### src/rtl/lld_pkg.sv
// constants, field layouts and carrier types for the linked-descriptor dma channel block
// assumes one 100 MHz clock and an avalon-mm register master in the same domain
package lld_pkg;
    localparam int NUM_CH = 8;
    localparam int NUM_REQ = 16;
    localparam logic [11:0] MAX_XFER = 12'hFFF;
    // board variants of the request line wiring
    localparam logic BOARD_REDUCED = 1'b0;
    localparam logic BOARD_EMUL = 1'b1;
    localparam int RED_LINE_RX = 0;
    localparam int RED_LINE_TX = 1;
    localparam int RED_LINE_CARD = 2;
    localparam int EMU_LINE_TILE = 0;
    localparam int EMU_LINE_CARD = 3;
    localparam int EMU_LINE_RX = 4;
    localparam int EMU_LINE_TX = 5;
    localparam int EMU_LINE_OTHER = 6;
    // register byte offsets
    localparam logic [6:0] OFS_INT_STATUS = 7'h00;
    localparam logic [6:0] OFS_INT_MASK = 7'h04;
    localparam logic [6:0] OFS_ENABLE = 7'h08;
    localparam logic [6:0] OFS_STATUS = 7'h0C;
    localparam logic [6:0] OFS_CH_BASE = 7'h40;
    localparam logic [31:0] RST_WORD = 32'h0000_0000;
    // channel_packet_control_word fields
    localparam int CW_CNT = 0;
    localparam int CW_SBSIZE = 12;
    localparam int CW_DBSIZE = 15;
    localparam int CW_SWIDTH = 18;
    localparam int CW_DWIDTH = 21;
    localparam int CW_SMASTER = 24;
    localparam int CW_DMASTER = 25;
    localparam int CW_SINC = 26;
    localparam int CW_DINC = 27;
    localparam int CW_PROT = 28;
    localparam int CW_TCEN = 31;
    // bus burst codes chosen by the engine
    localparam logic [2:0] BURST_SINGLE = 3'h0;
    localparam logic [2:0] BURST_INCR = 3'h1;
    localparam logic [2:0] BURST_INCR4 = 3'h3;
    localparam logic [2:0] BURST_INCR8 = 3'h5;
    localparam logic [1:0] RESP_OKAY = 2'h0;

    typedef enum logic [5:0] {
        ST_IDLE = 6'h01,
        ST_DESC = 6'h02,
        ST_WAIT = 6'h04,
        ST_RD = 6'h08,
        ST_WR = 6'h10,
        ST_ACK = 6'h20
    } lld_state_t;

    typedef struct packed {
        logic [NUM_CH-1:0] en;
        logic [NUM_CH-1:0][31:0] first;
        logic [NUM_CH-1:0][3:0] line;
    } lld_cfg_t;

    typedef struct packed {
        logic req;
        logic we;
        logic port;
        logic [31:0] addr;
        logic [31:0] wdata;
        logic [1:0] size;
        logic [2:0] prot;
        logic [2:0] burst;
    } lld_mreq_t;

    typedef struct packed {
        logic ack;
        logic [31:0] rdata;
        logic [NUM_CH-1:0] mask;
        logic [NUM_CH-1:0] stat;
        logic [NUM_CH-1:0] en;
        logic [NUM_CH-1:0][31:0] first;
        logic [NUM_CH-1:0][3:0] line;
    } lld_regs_t;

    typedef struct packed {
        lld_state_t st;
        logic [2:0] ch;
        logic [1:0] widx;
        logic [31:0] ptr;
        logic [31:0] src;
        logic [31:0] dst;
        logic [31:0] next;
        logic [31:0] ctrl;
        logic [11:0] cnt;
        logic [1:0] piece;
        logic [8:0] bcnt;
        logic [31:0] hold;
    } lld_eng_t;

    typedef struct packed {
        logic [NUM_REQ-1:0] s1;
        logic [NUM_REQ-1:0] s2;
    } lld_sync_t;
endpackage : lld_pkg

### src/rtl/lld_dma.sv
// linked-descriptor dma: eight channel setups served by one engine, memory to peripheral
// assumes single-cycle-granted memory handshake (req held until ack) and async request pins
// Functional notes
// - reduced board: lines 0 rx, 1 tx, 2 card
// - emulation board: tiles 0-2, card 3, rx 4, tx 5
// - register bus always answers okay, never errors
// - packet is at most 4095 counted transfers
// - burst length up to 256, counted in destination writes; source burst code sets only the read burst type
// - engine picks the bus burst type itself
// - descriptor is four words: src, dst, next, control
// - next descriptor fetched automatically until chain ends
// - zero next pointer stops after that packet
// - widths 8, 16, 32; count in source transfers
// - control word gives bursts, widths, increments, ports
// - protection lines carry the packet's control value on data reads and writes; descriptor fetches drive 0
// - terminal count interrupt at packet end when enabled
// - looping chain repeats until software disables
// - eight channels, sixteen request and ack sets
// - exact transfer count, then stop regardless of requests
//
// The Avalon-MM slave port and the address map are this design's own decisions.
`timescale 1ns/1ps
module lld_dma #(
    parameter logic VARIANT = lld_pkg::BOARD_REDUCED
) (
    // clock and reset
    input wire logic core_clk,
    input wire logic resetn,
    // avalon-mm register slave
    input wire logic [6:0] address,
    input wire logic read,
    input wire logic write,
    input wire logic [31:0] writedata,
    input wire logic [3:0] byteenable,
    output logic [31:0] readdata,
    output logic waitrequest,
    output logic [1:0] response,
    output logic irq,
    // memory master (port bit picks master 0 or 1)
    output lld_pkg::lld_mreq_t mem,
    input wire logic mem_ack,
    input wire logic [31:0] mem_rdata,
    // peripheral request pins
    input wire logic audio_receive_request,
    input wire logic audio_transmit_request,
    input wire logic card_interface_request,
    input wire logic [2:0] tile_request,
    input wire logic [9:0] other_request,
    output logic audio_receive_ack,
    output logic audio_transmit_ack,
    output logic card_interface_ack,
    output logic [2:0] tile_ack,
    output logic [9:0] other_ack
);
    lld_pkg::lld_eng_t e_r, e_nxt;
    lld_pkg::lld_cfg_t cfg;
    logic [lld_pkg::NUM_REQ-1:0] req_line;
    logic [lld_pkg::NUM_REQ-1:0] ack_line;
    logic [lld_pkg::NUM_CH-1:0] tc_evt;
    logic [lld_pkg::NUM_CH-1:0] en_clr;
    logic [31:0] eng_status;
    logic [2:0] pick;
    logic [1:0] swid;
    logic [1:0] dwid;
    logic [1:0] wwid;
    logic [1:0] last_piece;
    logic [8:0] dblen;
    logic [2:0] sbsz;
    logic [2:0] dbsz;
    logic sinc;
    logic dinc;
    logic tc_en;
    logic pkt_done;

    // burst code 0 is a single transfer, code n is 2 << n up to 256
    function automatic logic [8:0] blen(input logic [2:0] code);
        blen = (code == 3'h0) ? 9'h001 : (9'h002 << code);
    endfunction : blen

    // fixed address or single beats go out as singles, short bursts get a fixed type
    function automatic logic [2:0] btype(input logic [2:0] code, input logic inc);
        if (!inc || code == 3'h0) begin
            btype = lld_pkg::BURST_SINGLE;
        end else if (code == 3'h1) begin
            btype = lld_pkg::BURST_INCR4;
        end else if (code == 3'h2) begin
            btype = lld_pkg::BURST_INCR8;
        end else begin
            btype = lld_pkg::BURST_INCR;
        end
    endfunction : btype

    lld_reqmap #(.VARIANT(VARIANT)) u_map (
        .core_clk(core_clk),
        .resetn(resetn),
        .audio_receive_request(audio_receive_request),
        .audio_transmit_request(audio_transmit_request),
        .card_interface_request(card_interface_request),
        .tile_request(tile_request),
        .other_request(other_request),
        .audio_receive_ack(audio_receive_ack),
        .audio_transmit_ack(audio_transmit_ack),
        .card_interface_ack(card_interface_ack),
        .tile_ack(tile_ack),
        .other_ack(other_ack),
        .req_line(req_line),
        .ack_line(ack_line)
    );

    lld_regs u_regs (
        .core_clk(core_clk),
        .resetn(resetn),
        .address(address),
        .read(read),
        .write(write),
        .writedata(writedata),
        .byteenable(byteenable),
        .readdata(readdata),
        .waitrequest(waitrequest),
        .response(response),
        .tc_evt(tc_evt),
        .en_clr(en_clr),
        .eng_status(eng_status),
        .cfg(cfg),
        .irq(irq)
    );

    // control word decode for the packet in flight
    assign sbsz = e_r.ctrl[lld_pkg::CW_SBSIZE +: 3];
    assign dbsz = e_r.ctrl[lld_pkg::CW_DBSIZE +: 3];
    assign swid = e_r.ctrl[lld_pkg::CW_SWIDTH +: 2];
    assign dwid = e_r.ctrl[lld_pkg::CW_DWIDTH +: 2];
    assign sinc = e_r.ctrl[lld_pkg::CW_SINC];
    assign dinc = e_r.ctrl[lld_pkg::CW_DINC];
    assign tc_en = e_r.ctrl[lld_pkg::CW_TCEN];
    assign dblen = blen(dbsz);
    // a wider destination is written at source width, so one write per source item
    assign wwid = (dwid < swid) ? dwid : swid;
    assign last_piece = 2'((3'h1 << (swid - wwid)) - 3'h1);
    assign pkt_done = (e_r.cnt == 12'h000);
    assign eng_status = {23'h0, e_r.ch, e_r.st};

    // lowest enabled channel is served first and keeps the engine for its whole chain
    always_comb begin
        pick = 3'h0;
        for (int i = lld_pkg::NUM_CH - 1; i >= 0; i--) begin
            if (cfg.en[i]) begin
                pick = 3'(i);
            end
        end
    end

    // memory request comes straight from engine flops
    always_comb begin
        mem = '0;
        mem.prot = e_r.ctrl[lld_pkg::CW_PROT +: 3];
        if (e_r.st == lld_pkg::ST_DESC) begin
            mem.req = 1'b1;
            mem.addr = e_r.ptr + {28'h0, e_r.widx, 2'h0};
            mem.size = 2'h2;
            mem.prot = '0;
            mem.burst = lld_pkg::BURST_INCR4;
        end else if (e_r.st == lld_pkg::ST_RD) begin
            mem.req = 1'b1;
            mem.addr = e_r.src;
            mem.size = swid;
            mem.port = e_r.ctrl[lld_pkg::CW_SMASTER];
            mem.burst = btype(sbsz, sinc);
        end else if (e_r.st == lld_pkg::ST_WR) begin
            mem.req = 1'b1;
            mem.we = 1'b1;
            mem.addr = e_r.dst;
            mem.size = wwid;
            mem.port = e_r.ctrl[lld_pkg::CW_DMASTER];
            mem.burst = btype(dbsz, dinc);
            mem.wdata = e_r.hold >> ({1'b0, e_r.piece, 3'h0} << wwid);
        end
    end

    // ack and events are pulses of the ack state
    always_comb begin
        ack_line = '0;
        tc_evt = '0;
        en_clr = '0;
        if (e_r.st == lld_pkg::ST_ACK) begin
            ack_line[cfg.line[e_r.ch]] = 1'b1;
            tc_evt[e_r.ch] = pkt_done & tc_en;
            en_clr[e_r.ch] = pkt_done && e_r.next == 32'h0;
        end
    end

    // engine sequence
    always_comb begin
        e_nxt = e_r;
        unique case (e_r.st)
            lld_pkg::ST_IDLE: begin
                if (|cfg.en) begin
                    e_nxt.ch = pick;
                    e_nxt.ptr = cfg.first[pick];
                    e_nxt.piece = 2'h0;
                    e_nxt.widx = 2'h0;
                    e_nxt.st = lld_pkg::ST_DESC;
                end
            end
            lld_pkg::ST_DESC: begin
                if (mem_ack) begin
                    e_nxt.widx = e_r.widx + 2'h1;
                    unique case (e_r.widx)
                        2'h0: e_nxt.src = mem_rdata;
                        2'h1: e_nxt.dst = mem_rdata;
                        2'h2: e_nxt.next = mem_rdata;
                        2'h3: begin
                            e_nxt.ctrl = mem_rdata;
                            e_nxt.cnt = mem_rdata[lld_pkg::CW_CNT +: 12];
                            e_nxt.bcnt = 9'h000;
                            e_nxt.st = lld_pkg::ST_WAIT;
                            // an empty packet completes at once
                            if (mem_rdata[lld_pkg::CW_CNT +: 12] == 12'h000) begin
                                e_nxt.st = lld_pkg::ST_ACK;
                            end
                        end
                    endcase
                end
            end
            lld_pkg::ST_WAIT: begin
                if (!cfg.en[e_r.ch]) begin
                    e_nxt.st = lld_pkg::ST_IDLE;
                end else if (req_line[cfg.line[e_r.ch]]) begin
                    // a burst cut between pieces resumes the held source item
                    e_nxt.st = (e_r.piece != 2'h0) ? lld_pkg::ST_WR : lld_pkg::ST_RD;
                end
            end
            lld_pkg::ST_RD: begin
                if (mem_ack) begin
                    e_nxt.hold = mem_rdata;
                    e_nxt.piece = 2'h0;
                    e_nxt.src = sinc ? e_r.src + (32'h1 << swid) : e_r.src;
                    e_nxt.st = lld_pkg::ST_WR;
                end
            end
            lld_pkg::ST_WR: begin
                if (mem_ack) begin
                    e_nxt.dst = dinc ? e_r.dst + (32'h1 << wwid) : e_r.dst;
                    e_nxt.piece = e_r.piece + 2'h1;
                    e_nxt.bcnt = e_r.bcnt + 9'h001;
                    if (e_r.piece == last_piece) begin
                        e_nxt.cnt = e_r.cnt - 12'h001;
                        e_nxt.piece = 2'h0;
                        e_nxt.st = lld_pkg::ST_RD;
                    end
                    // burst closes on its length or on packet end, never on requests
                    if ((e_r.piece == last_piece && e_r.cnt == 12'h001) || e_r.bcnt + 9'h001 >= dblen) begin
                        e_nxt.st = lld_pkg::ST_ACK;
                    end
                end
            end
            lld_pkg::ST_ACK: begin
                e_nxt.bcnt = 9'h000;
                if (!cfg.en[e_r.ch]) begin
                    e_nxt.st = lld_pkg::ST_IDLE;
                end else if (!pkt_done) begin
                    e_nxt.st = lld_pkg::ST_WAIT;
                end else if (e_r.next == 32'h0) begin
                    e_nxt.st = lld_pkg::ST_IDLE;
                end else begin
                    e_nxt.ptr = e_r.next;
                    e_nxt.widx = 2'h0;
                    e_nxt.st = lld_pkg::ST_DESC;
                end
            end
            default: e_nxt.st = lld_pkg::ST_IDLE;
        endcase
    end

    always_ff @(posedge core_clk or negedge resetn) begin
        if (!resetn) begin
            e_r <= '0;
            e_r.st <= lld_pkg::ST_IDLE;
        end else begin
            e_r <= e_nxt;
        end
    end
endmodule : lld_dma

### src/rtl/lld_regs.sv
// avalon-mm register slave: interrupt status/mask, channel enables, per-channel setup
// assumes a master that holds its request until waitrequest is seen low
`timescale 1ns/1ps
module lld_regs (
    // clock and reset
    input wire logic core_clk,
    input wire logic resetn,
    // avalon-mm slave
    input wire logic [6:0] address,
    input wire logic read,
    input wire logic write,
    input wire logic [31:0] writedata,
    input wire logic [3:0] byteenable,
    output logic [31:0] readdata,
    output logic waitrequest,
    output logic [1:0] response,
    // engine side
    input wire logic [lld_pkg::NUM_CH-1:0] tc_evt,
    input wire logic [lld_pkg::NUM_CH-1:0] en_clr,
    input wire logic [31:0] eng_status,
    output lld_pkg::lld_cfg_t cfg,
    output logic irq
);
    lld_pkg::lld_regs_t r_r, r_nxt;
    logic hit;
    logic [2:0] chi;
    logic [31:0] bm;

    // one wait cycle: the answer comes with the internal ack flop
    assign waitrequest = (read | write) & ~r_r.ack;
    assign response = lld_pkg::RESP_OKAY;
    assign readdata = r_r.rdata;
    assign irq = |(r_r.stat & r_r.mask);
    assign cfg.en = r_r.en;
    assign cfg.first = r_r.first;
    assign cfg.line = r_r.line;
    assign chi = address[5:3];
    assign bm = {{8{byteenable[3]}}, {8{byteenable[2]}}, {8{byteenable[1]}}, {8{byteenable[0]}}};

    always_comb begin
        r_nxt = r_r;
        hit = (read | write) & ~r_r.ack;
        r_nxt.ack = hit;
        // hardware clears an enable when its chain ends; a write in the same cycle wins
        r_nxt.en = r_r.en & ~en_clr;
        r_nxt.rdata = lld_pkg::RST_WORD;
        if (hit && read) begin
            if (address == lld_pkg::OFS_INT_STATUS) begin
                r_nxt.rdata[7:0] = r_r.stat;
                r_nxt.stat = '0;
            end else if (address == lld_pkg::OFS_INT_MASK) begin
                r_nxt.rdata[7:0] = r_r.mask;
            end else if (address == lld_pkg::OFS_ENABLE) begin
                r_nxt.rdata[7:0] = r_r.en;
            end else if (address == lld_pkg::OFS_STATUS) begin
                r_nxt.rdata = eng_status;
            end else if (address[6] && !address[2]) begin
                r_nxt.rdata = r_r.first[chi];
            end else if (address[6]) begin
                r_nxt.rdata[3:0] = r_r.line[chi];
            end
        end
        // a write lands only at the edge where the master sees waitrequest low
        if (write && r_r.ack) begin
            if (address == lld_pkg::OFS_INT_MASK && byteenable[0]) begin
                r_nxt.mask = writedata[7:0];
            end else if (address == lld_pkg::OFS_ENABLE && byteenable[0]) begin
                r_nxt.en = writedata[7:0];
            end else if (address[6] && !address[2]) begin
                r_nxt.first[chi] = (r_r.first[chi] & ~bm) | (writedata & bm);
            end else if (address[6] && byteenable[0]) begin
                r_nxt.line[chi] = writedata[3:0];
            end
        end
        // a terminal count arriving with the clearing read is kept
        r_nxt.stat = r_nxt.stat | tc_evt;
    end

    always_ff @(posedge core_clk or negedge resetn) begin
        if (!resetn) begin
            r_r <= '0;
        end else begin
            r_r <= r_nxt;
        end
    end
endmodule : lld_regs

### src/rtl/lld_reqmap.sv
// fixed peripheral request wiring for the two board variants, with pin synchronisers
// assumes request pins are asynchronous and acks are one-cycle pulses from the engine
`timescale 1ns/1ps
module lld_reqmap #(
    parameter logic VARIANT = lld_pkg::BOARD_REDUCED
) (
    // clock and reset
    input wire logic core_clk,
    input wire logic resetn,
    // peripheral pins
    input wire logic audio_receive_request,
    input wire logic audio_transmit_request,
    input wire logic card_interface_request,
    input wire logic [2:0] tile_request,
    input wire logic [9:0] other_request,
    output logic audio_receive_ack,
    output logic audio_transmit_ack,
    output logic card_interface_ack,
    output logic [2:0] tile_ack,
    output logic [9:0] other_ack,
    // engine side
    output logic [lld_pkg::NUM_REQ-1:0] req_line,
    input wire logic [lld_pkg::NUM_REQ-1:0] ack_line
);
    lld_pkg::lld_sync_t st_r, st_nxt;
    logic [lld_pkg::NUM_REQ-1:0] raw;

    // pin wiring is fixed per variant; each channel picks its request line through its line register
    always_comb begin
        raw = '0;
        if (VARIANT == lld_pkg::BOARD_REDUCED) begin
            raw[lld_pkg::RED_LINE_RX] = audio_receive_request;
            raw[lld_pkg::RED_LINE_TX] = audio_transmit_request;
            raw[lld_pkg::RED_LINE_CARD] = card_interface_request;
        end else begin
            raw[lld_pkg::EMU_LINE_TILE +: 3] = tile_request;
            raw[lld_pkg::EMU_LINE_CARD] = card_interface_request;
            raw[lld_pkg::EMU_LINE_RX] = audio_receive_request;
            raw[lld_pkg::EMU_LINE_TX] = audio_transmit_request;
            raw[lld_pkg::EMU_LINE_OTHER +: 10] = other_request;
        end
        st_nxt.s1 = raw;
        st_nxt.s2 = st_r.s1;
    end

    always_ff @(posedge core_clk or negedge resetn) begin
        if (!resetn) begin
            st_r <= '0;
        end else begin
            st_r <= st_nxt;
        end
    end

    assign req_line = st_r.s2;

    // acks go back on the same fixed wiring
    always_comb begin
        tile_ack = '0;
        other_ack = '0;
        if (VARIANT == lld_pkg::BOARD_REDUCED) begin
            audio_receive_ack = ack_line[lld_pkg::RED_LINE_RX];
            audio_transmit_ack = ack_line[lld_pkg::RED_LINE_TX];
            card_interface_ack = ack_line[lld_pkg::RED_LINE_CARD];
        end else begin
            tile_ack = ack_line[lld_pkg::EMU_LINE_TILE +: 3];
            card_interface_ack = ack_line[lld_pkg::EMU_LINE_CARD];
            audio_receive_ack = ack_line[lld_pkg::EMU_LINE_RX];
            audio_transmit_ack = ack_line[lld_pkg::EMU_LINE_TX];
            other_ack = ack_line[lld_pkg::EMU_LINE_OTHER +: 10];
        end
    end
endmodule : lld_reqmap

### config.mk
export PLATFORM = sky130hd
export DESIGN_NAME = lld_dma
export DESIGN_NICKNAME = d
export VERILOG_FILES = /design/src/rtl/lld_pkg.sv /design/src/rtl/lld_dma.sv /design/src/rtl/lld_regs.sv /design/src/rtl/lld_reqmap.sv
export SDC_FILE = /design/constraint.sdc
export NUM_CORES = 1
export LEC_CHECK = 0
export CORE_ASPECT_RATIO = 0.9
export CORE_UTILIZATION = 40
export DETAILED_ROUTE_END_ITERATION = 16
export DONT_BUFFER_PORTS = 1
export PLACE_DENSITY = 0.57
export SLEW_MARGIN = 10
export SYNTH_ARGS = -nofsm -noshare
export SYNTH_HDL_FRONTEND = slang
export SYNTH_HIERARCHICAL = 1
export SYNTH_SLANG_ARGS = --single-unit
### constraint.sdc
create_clock -name core_clk -period 5.5 [get_ports core_clk]
set_input_delay 0.825 -clock core_clk [delete_from_list [all_inputs] [get_ports core_clk]]
set_output_delay 0.825 -clock core_clk [all_outputs]
set_load 0.02 [all_outputs]
==> metrics <==
FF/Latch Area around 0.014 mm2; DR iter-0 viols 2806; clock network power share roughly 34%; non-filler instance count after layout approximately 4200; sw frac 34.05%; Max Used Layer met5; Setup violations, final 0; pwr dens between 300 and 400 mW/mm2; Place WS 1.217 ns; Core ar. 0.08320 mm2; final instance area 0.03436 mm2; # fillers a little over 8000; cts bufs inserted 66; DR DRC count 0; Startpoint Class flop; Multi-input gate area 0.01616 mm2; metal2 WL 48260 um; fin crit period ~4.4 ns; post_cts resized 0; WL final between 100000 and 150000 um; Yosys warning count 6; CP cell instances inv_1 > ha_1 > nor2_1 > o22ai_1 > inv_1 > nor2_1 > nand2_1 > nor2_1 > a21oi_1 > nor2_1; Slew HR -84.03%; power share of the combinational group between 20% and 30%; Die H ~280 um; Crit Path Max Fanout 9; cell count of the worst reg-to-reg path 17; CP bufs+invs 2; grt total ovfl 0; Setup Buffers After CTS 0; Reg clk slew, reported paths ~0.060 ns; switching pwr 4513 uW; total die area between 0.08 and 0.09 mm2; Detailed Place HPWL 71280 um; CTS Sinks 563; Internal just under 9000 uW; floorplan row count 100; first-pass GRT wire length 162800 um; setup TNS 0 ns; Cells after Synth 3480; routed len/inst ~26 um; skew final roughly 0.031 ns; crit path kind reg2out; leakage power roughly 0.015 uW; Mapped Area roughly 0.034 mm2; Critical Path Max Stage Delay between 0.4 and 0.5 ns; First-pass DRT Iterations 6; share of cells above drive strength 1 15.21%; CP top delay family simple AND/OR/NAND/NOR gates; Metal-1 WL around 48000 um; antenna viol nets, final 0; endpoints failing hold between 60 and 70; actual slew at the worst max-slew pin ~2.8 ns; Setup WS post-layout about 1.1 ns; final hold slack -0.1193 ns; Worst EP required ~4.7 ns; vias post-DR 25259; worst vdd ir roughly 200 uV; initial antenna violation count 4; Mean Syn Cell Area a little under 10 um2; routed wl met3 between 8000 and 9000 um; r2r setup slk about 1.1 ns; top-level I/O count 223; reg2reg end e_r[141]; Max Fclk 0.2252 GHz; Worst EP arrival ~3.6 ns; Seq pwr share between 40 and 50%; status finished, violations left; die span in x about 300 um; clock latency at the later pin of the worst-skew pair 0.64 ns; PortBufs 0; routability cong. between 0.9 and 1; CTS tree done; H-Tree Depth 3; largest net degree at the start of global routing roughly 560; Clock Tree Buf Depth 3; clock root cell clkbuf_16; area added between synthesis and finish 1.531%; R2R Path Start e_r[74]; vias per inst a little under 6; Final nets between 3000 and 4000; min-delay worst type in2async; number of global-route vias before repair roughly 24000; Area after DPL about 0.032 mm2; RSZ-0062 raised after global routing no; Slowest-stage cell, CP nor2_1; failing checks negative hold slack, max-slew violations; final slew viol count around 460; Placed Cells around 4000; gr usage total approximately 25%; Tcrit/Tclk final approximately four fifths; initial core utilization 40.67%; max-cap violations 0; Worst setup EP type output pin; Top cell by count, worst path nor2_1
-- per-layer routing --
layer | track usage (%) | vias up
met5 | 0 | -
met4 | 8.368 | 6
met3 | 5.376 | 197
met2 | 37.80 | 928
met1 | 36.12 | 12812
li1 | - | 11316
-- power groups by stage --
| stage | sequential [uW] | clock (uW) | combinational (uW) |
|---|---|---|---|
| after floorplan | 5530 | 0 | 2620 |
| after global placement | 5870 | 0 | 2890 |
| after detailed placement | 5890 | 0 | 2940 |
| after CTS | 5820 | 4530 | 2950 |
| after global routing | 5950 | 4700 | 3240 |
| final | 5850 | 4450 | 2960 |
-- cell usage in the layout (no fill, tap or decap), types with 13 or more instances in the layout --
cell type  instances
nor2_1           203
a211oi_1          27
dfrtp_1          562
nand3_1           46
a31oi_1           39
xor2_1            19
a21o_1            13
o21ai_1           69
or3_1             22
mux2_1            48
nand2b_1          22
o211ai_1          25
o22ai_1           69
nand3b_1          17
a21oi_1          159
nor2b_1           25
nor4_1            26
a221oi_1          27
conb_1            51
xnor2_1           19
inv_1             49
clkbuf_16         68
mux2_2           185
buf_4             43
mux4_2            74
clkinv_2          13
nand2_1          405
a22oi_1           54
nand4_1           15
o21ai_0          253
and2_1            29
nor3_1            28
ha_1              30
o2bb2ai_1         13
and3_1            26
o21a_1            17
clkbuf_1          13
o21ai_2           17
mux2i_1          100
-- per-stage QoR --
stage          utilization, %  power (uW)  hold WS [ns]
5_1_grt                 41.29       13900       -0.1315
2_1_floorplan               -        8148        0.3312
3_5_place_dp            38.70        8826        0.3370
6_report                41.29       13260       -0.1193
4_1_cts                 41.29       13290       -0.1250
3_3_place_gp            38.70        8761        0.3376
-- final cells by class --
cell class,count,share of cell area (%)
antenna,3,0.02185
clock buffer,93,5.575
clock inverter,23,0.6773
inverter,55,0.6009
multi-input combinational,2339,47.03
sequential,563,41.01
tap,1122,4.086
timing repair buffer,44,0.9978
-- worst register-to-register path: cells and delay by family, from the launching register on --
kind / cells / cell delay [ns]
buf+inv: 3 / 0.46
simple gates: 6 / 1.15
flops: 1 / 0.42
compound gates: 5 / 1.43
fa+ha+maj: 3 / 0.90
-- how the worst max path moves through the flow --
| stage | cells after the start | startpoint | slack, ns | endpoint |
|---|---|---|---|---|
| finish | 10 | e_r[74] | 1.06 | mem[20] |
| global route | 4 | e_r[219] | 0.86 | audio_transmit_ack |
| CTS | 10 | e_r[74] | 1.10 | mem[20] |
| detailed placement | 17 | e_r[74] | 1.22 | e_r[141] |
| global placement | 17 | e_r[74] | 1.30 | e_r[141] |
| floorplan | 10 | e_r[74] | 1.93 | mem[10] |
Power figures use the tool's default switching activity.
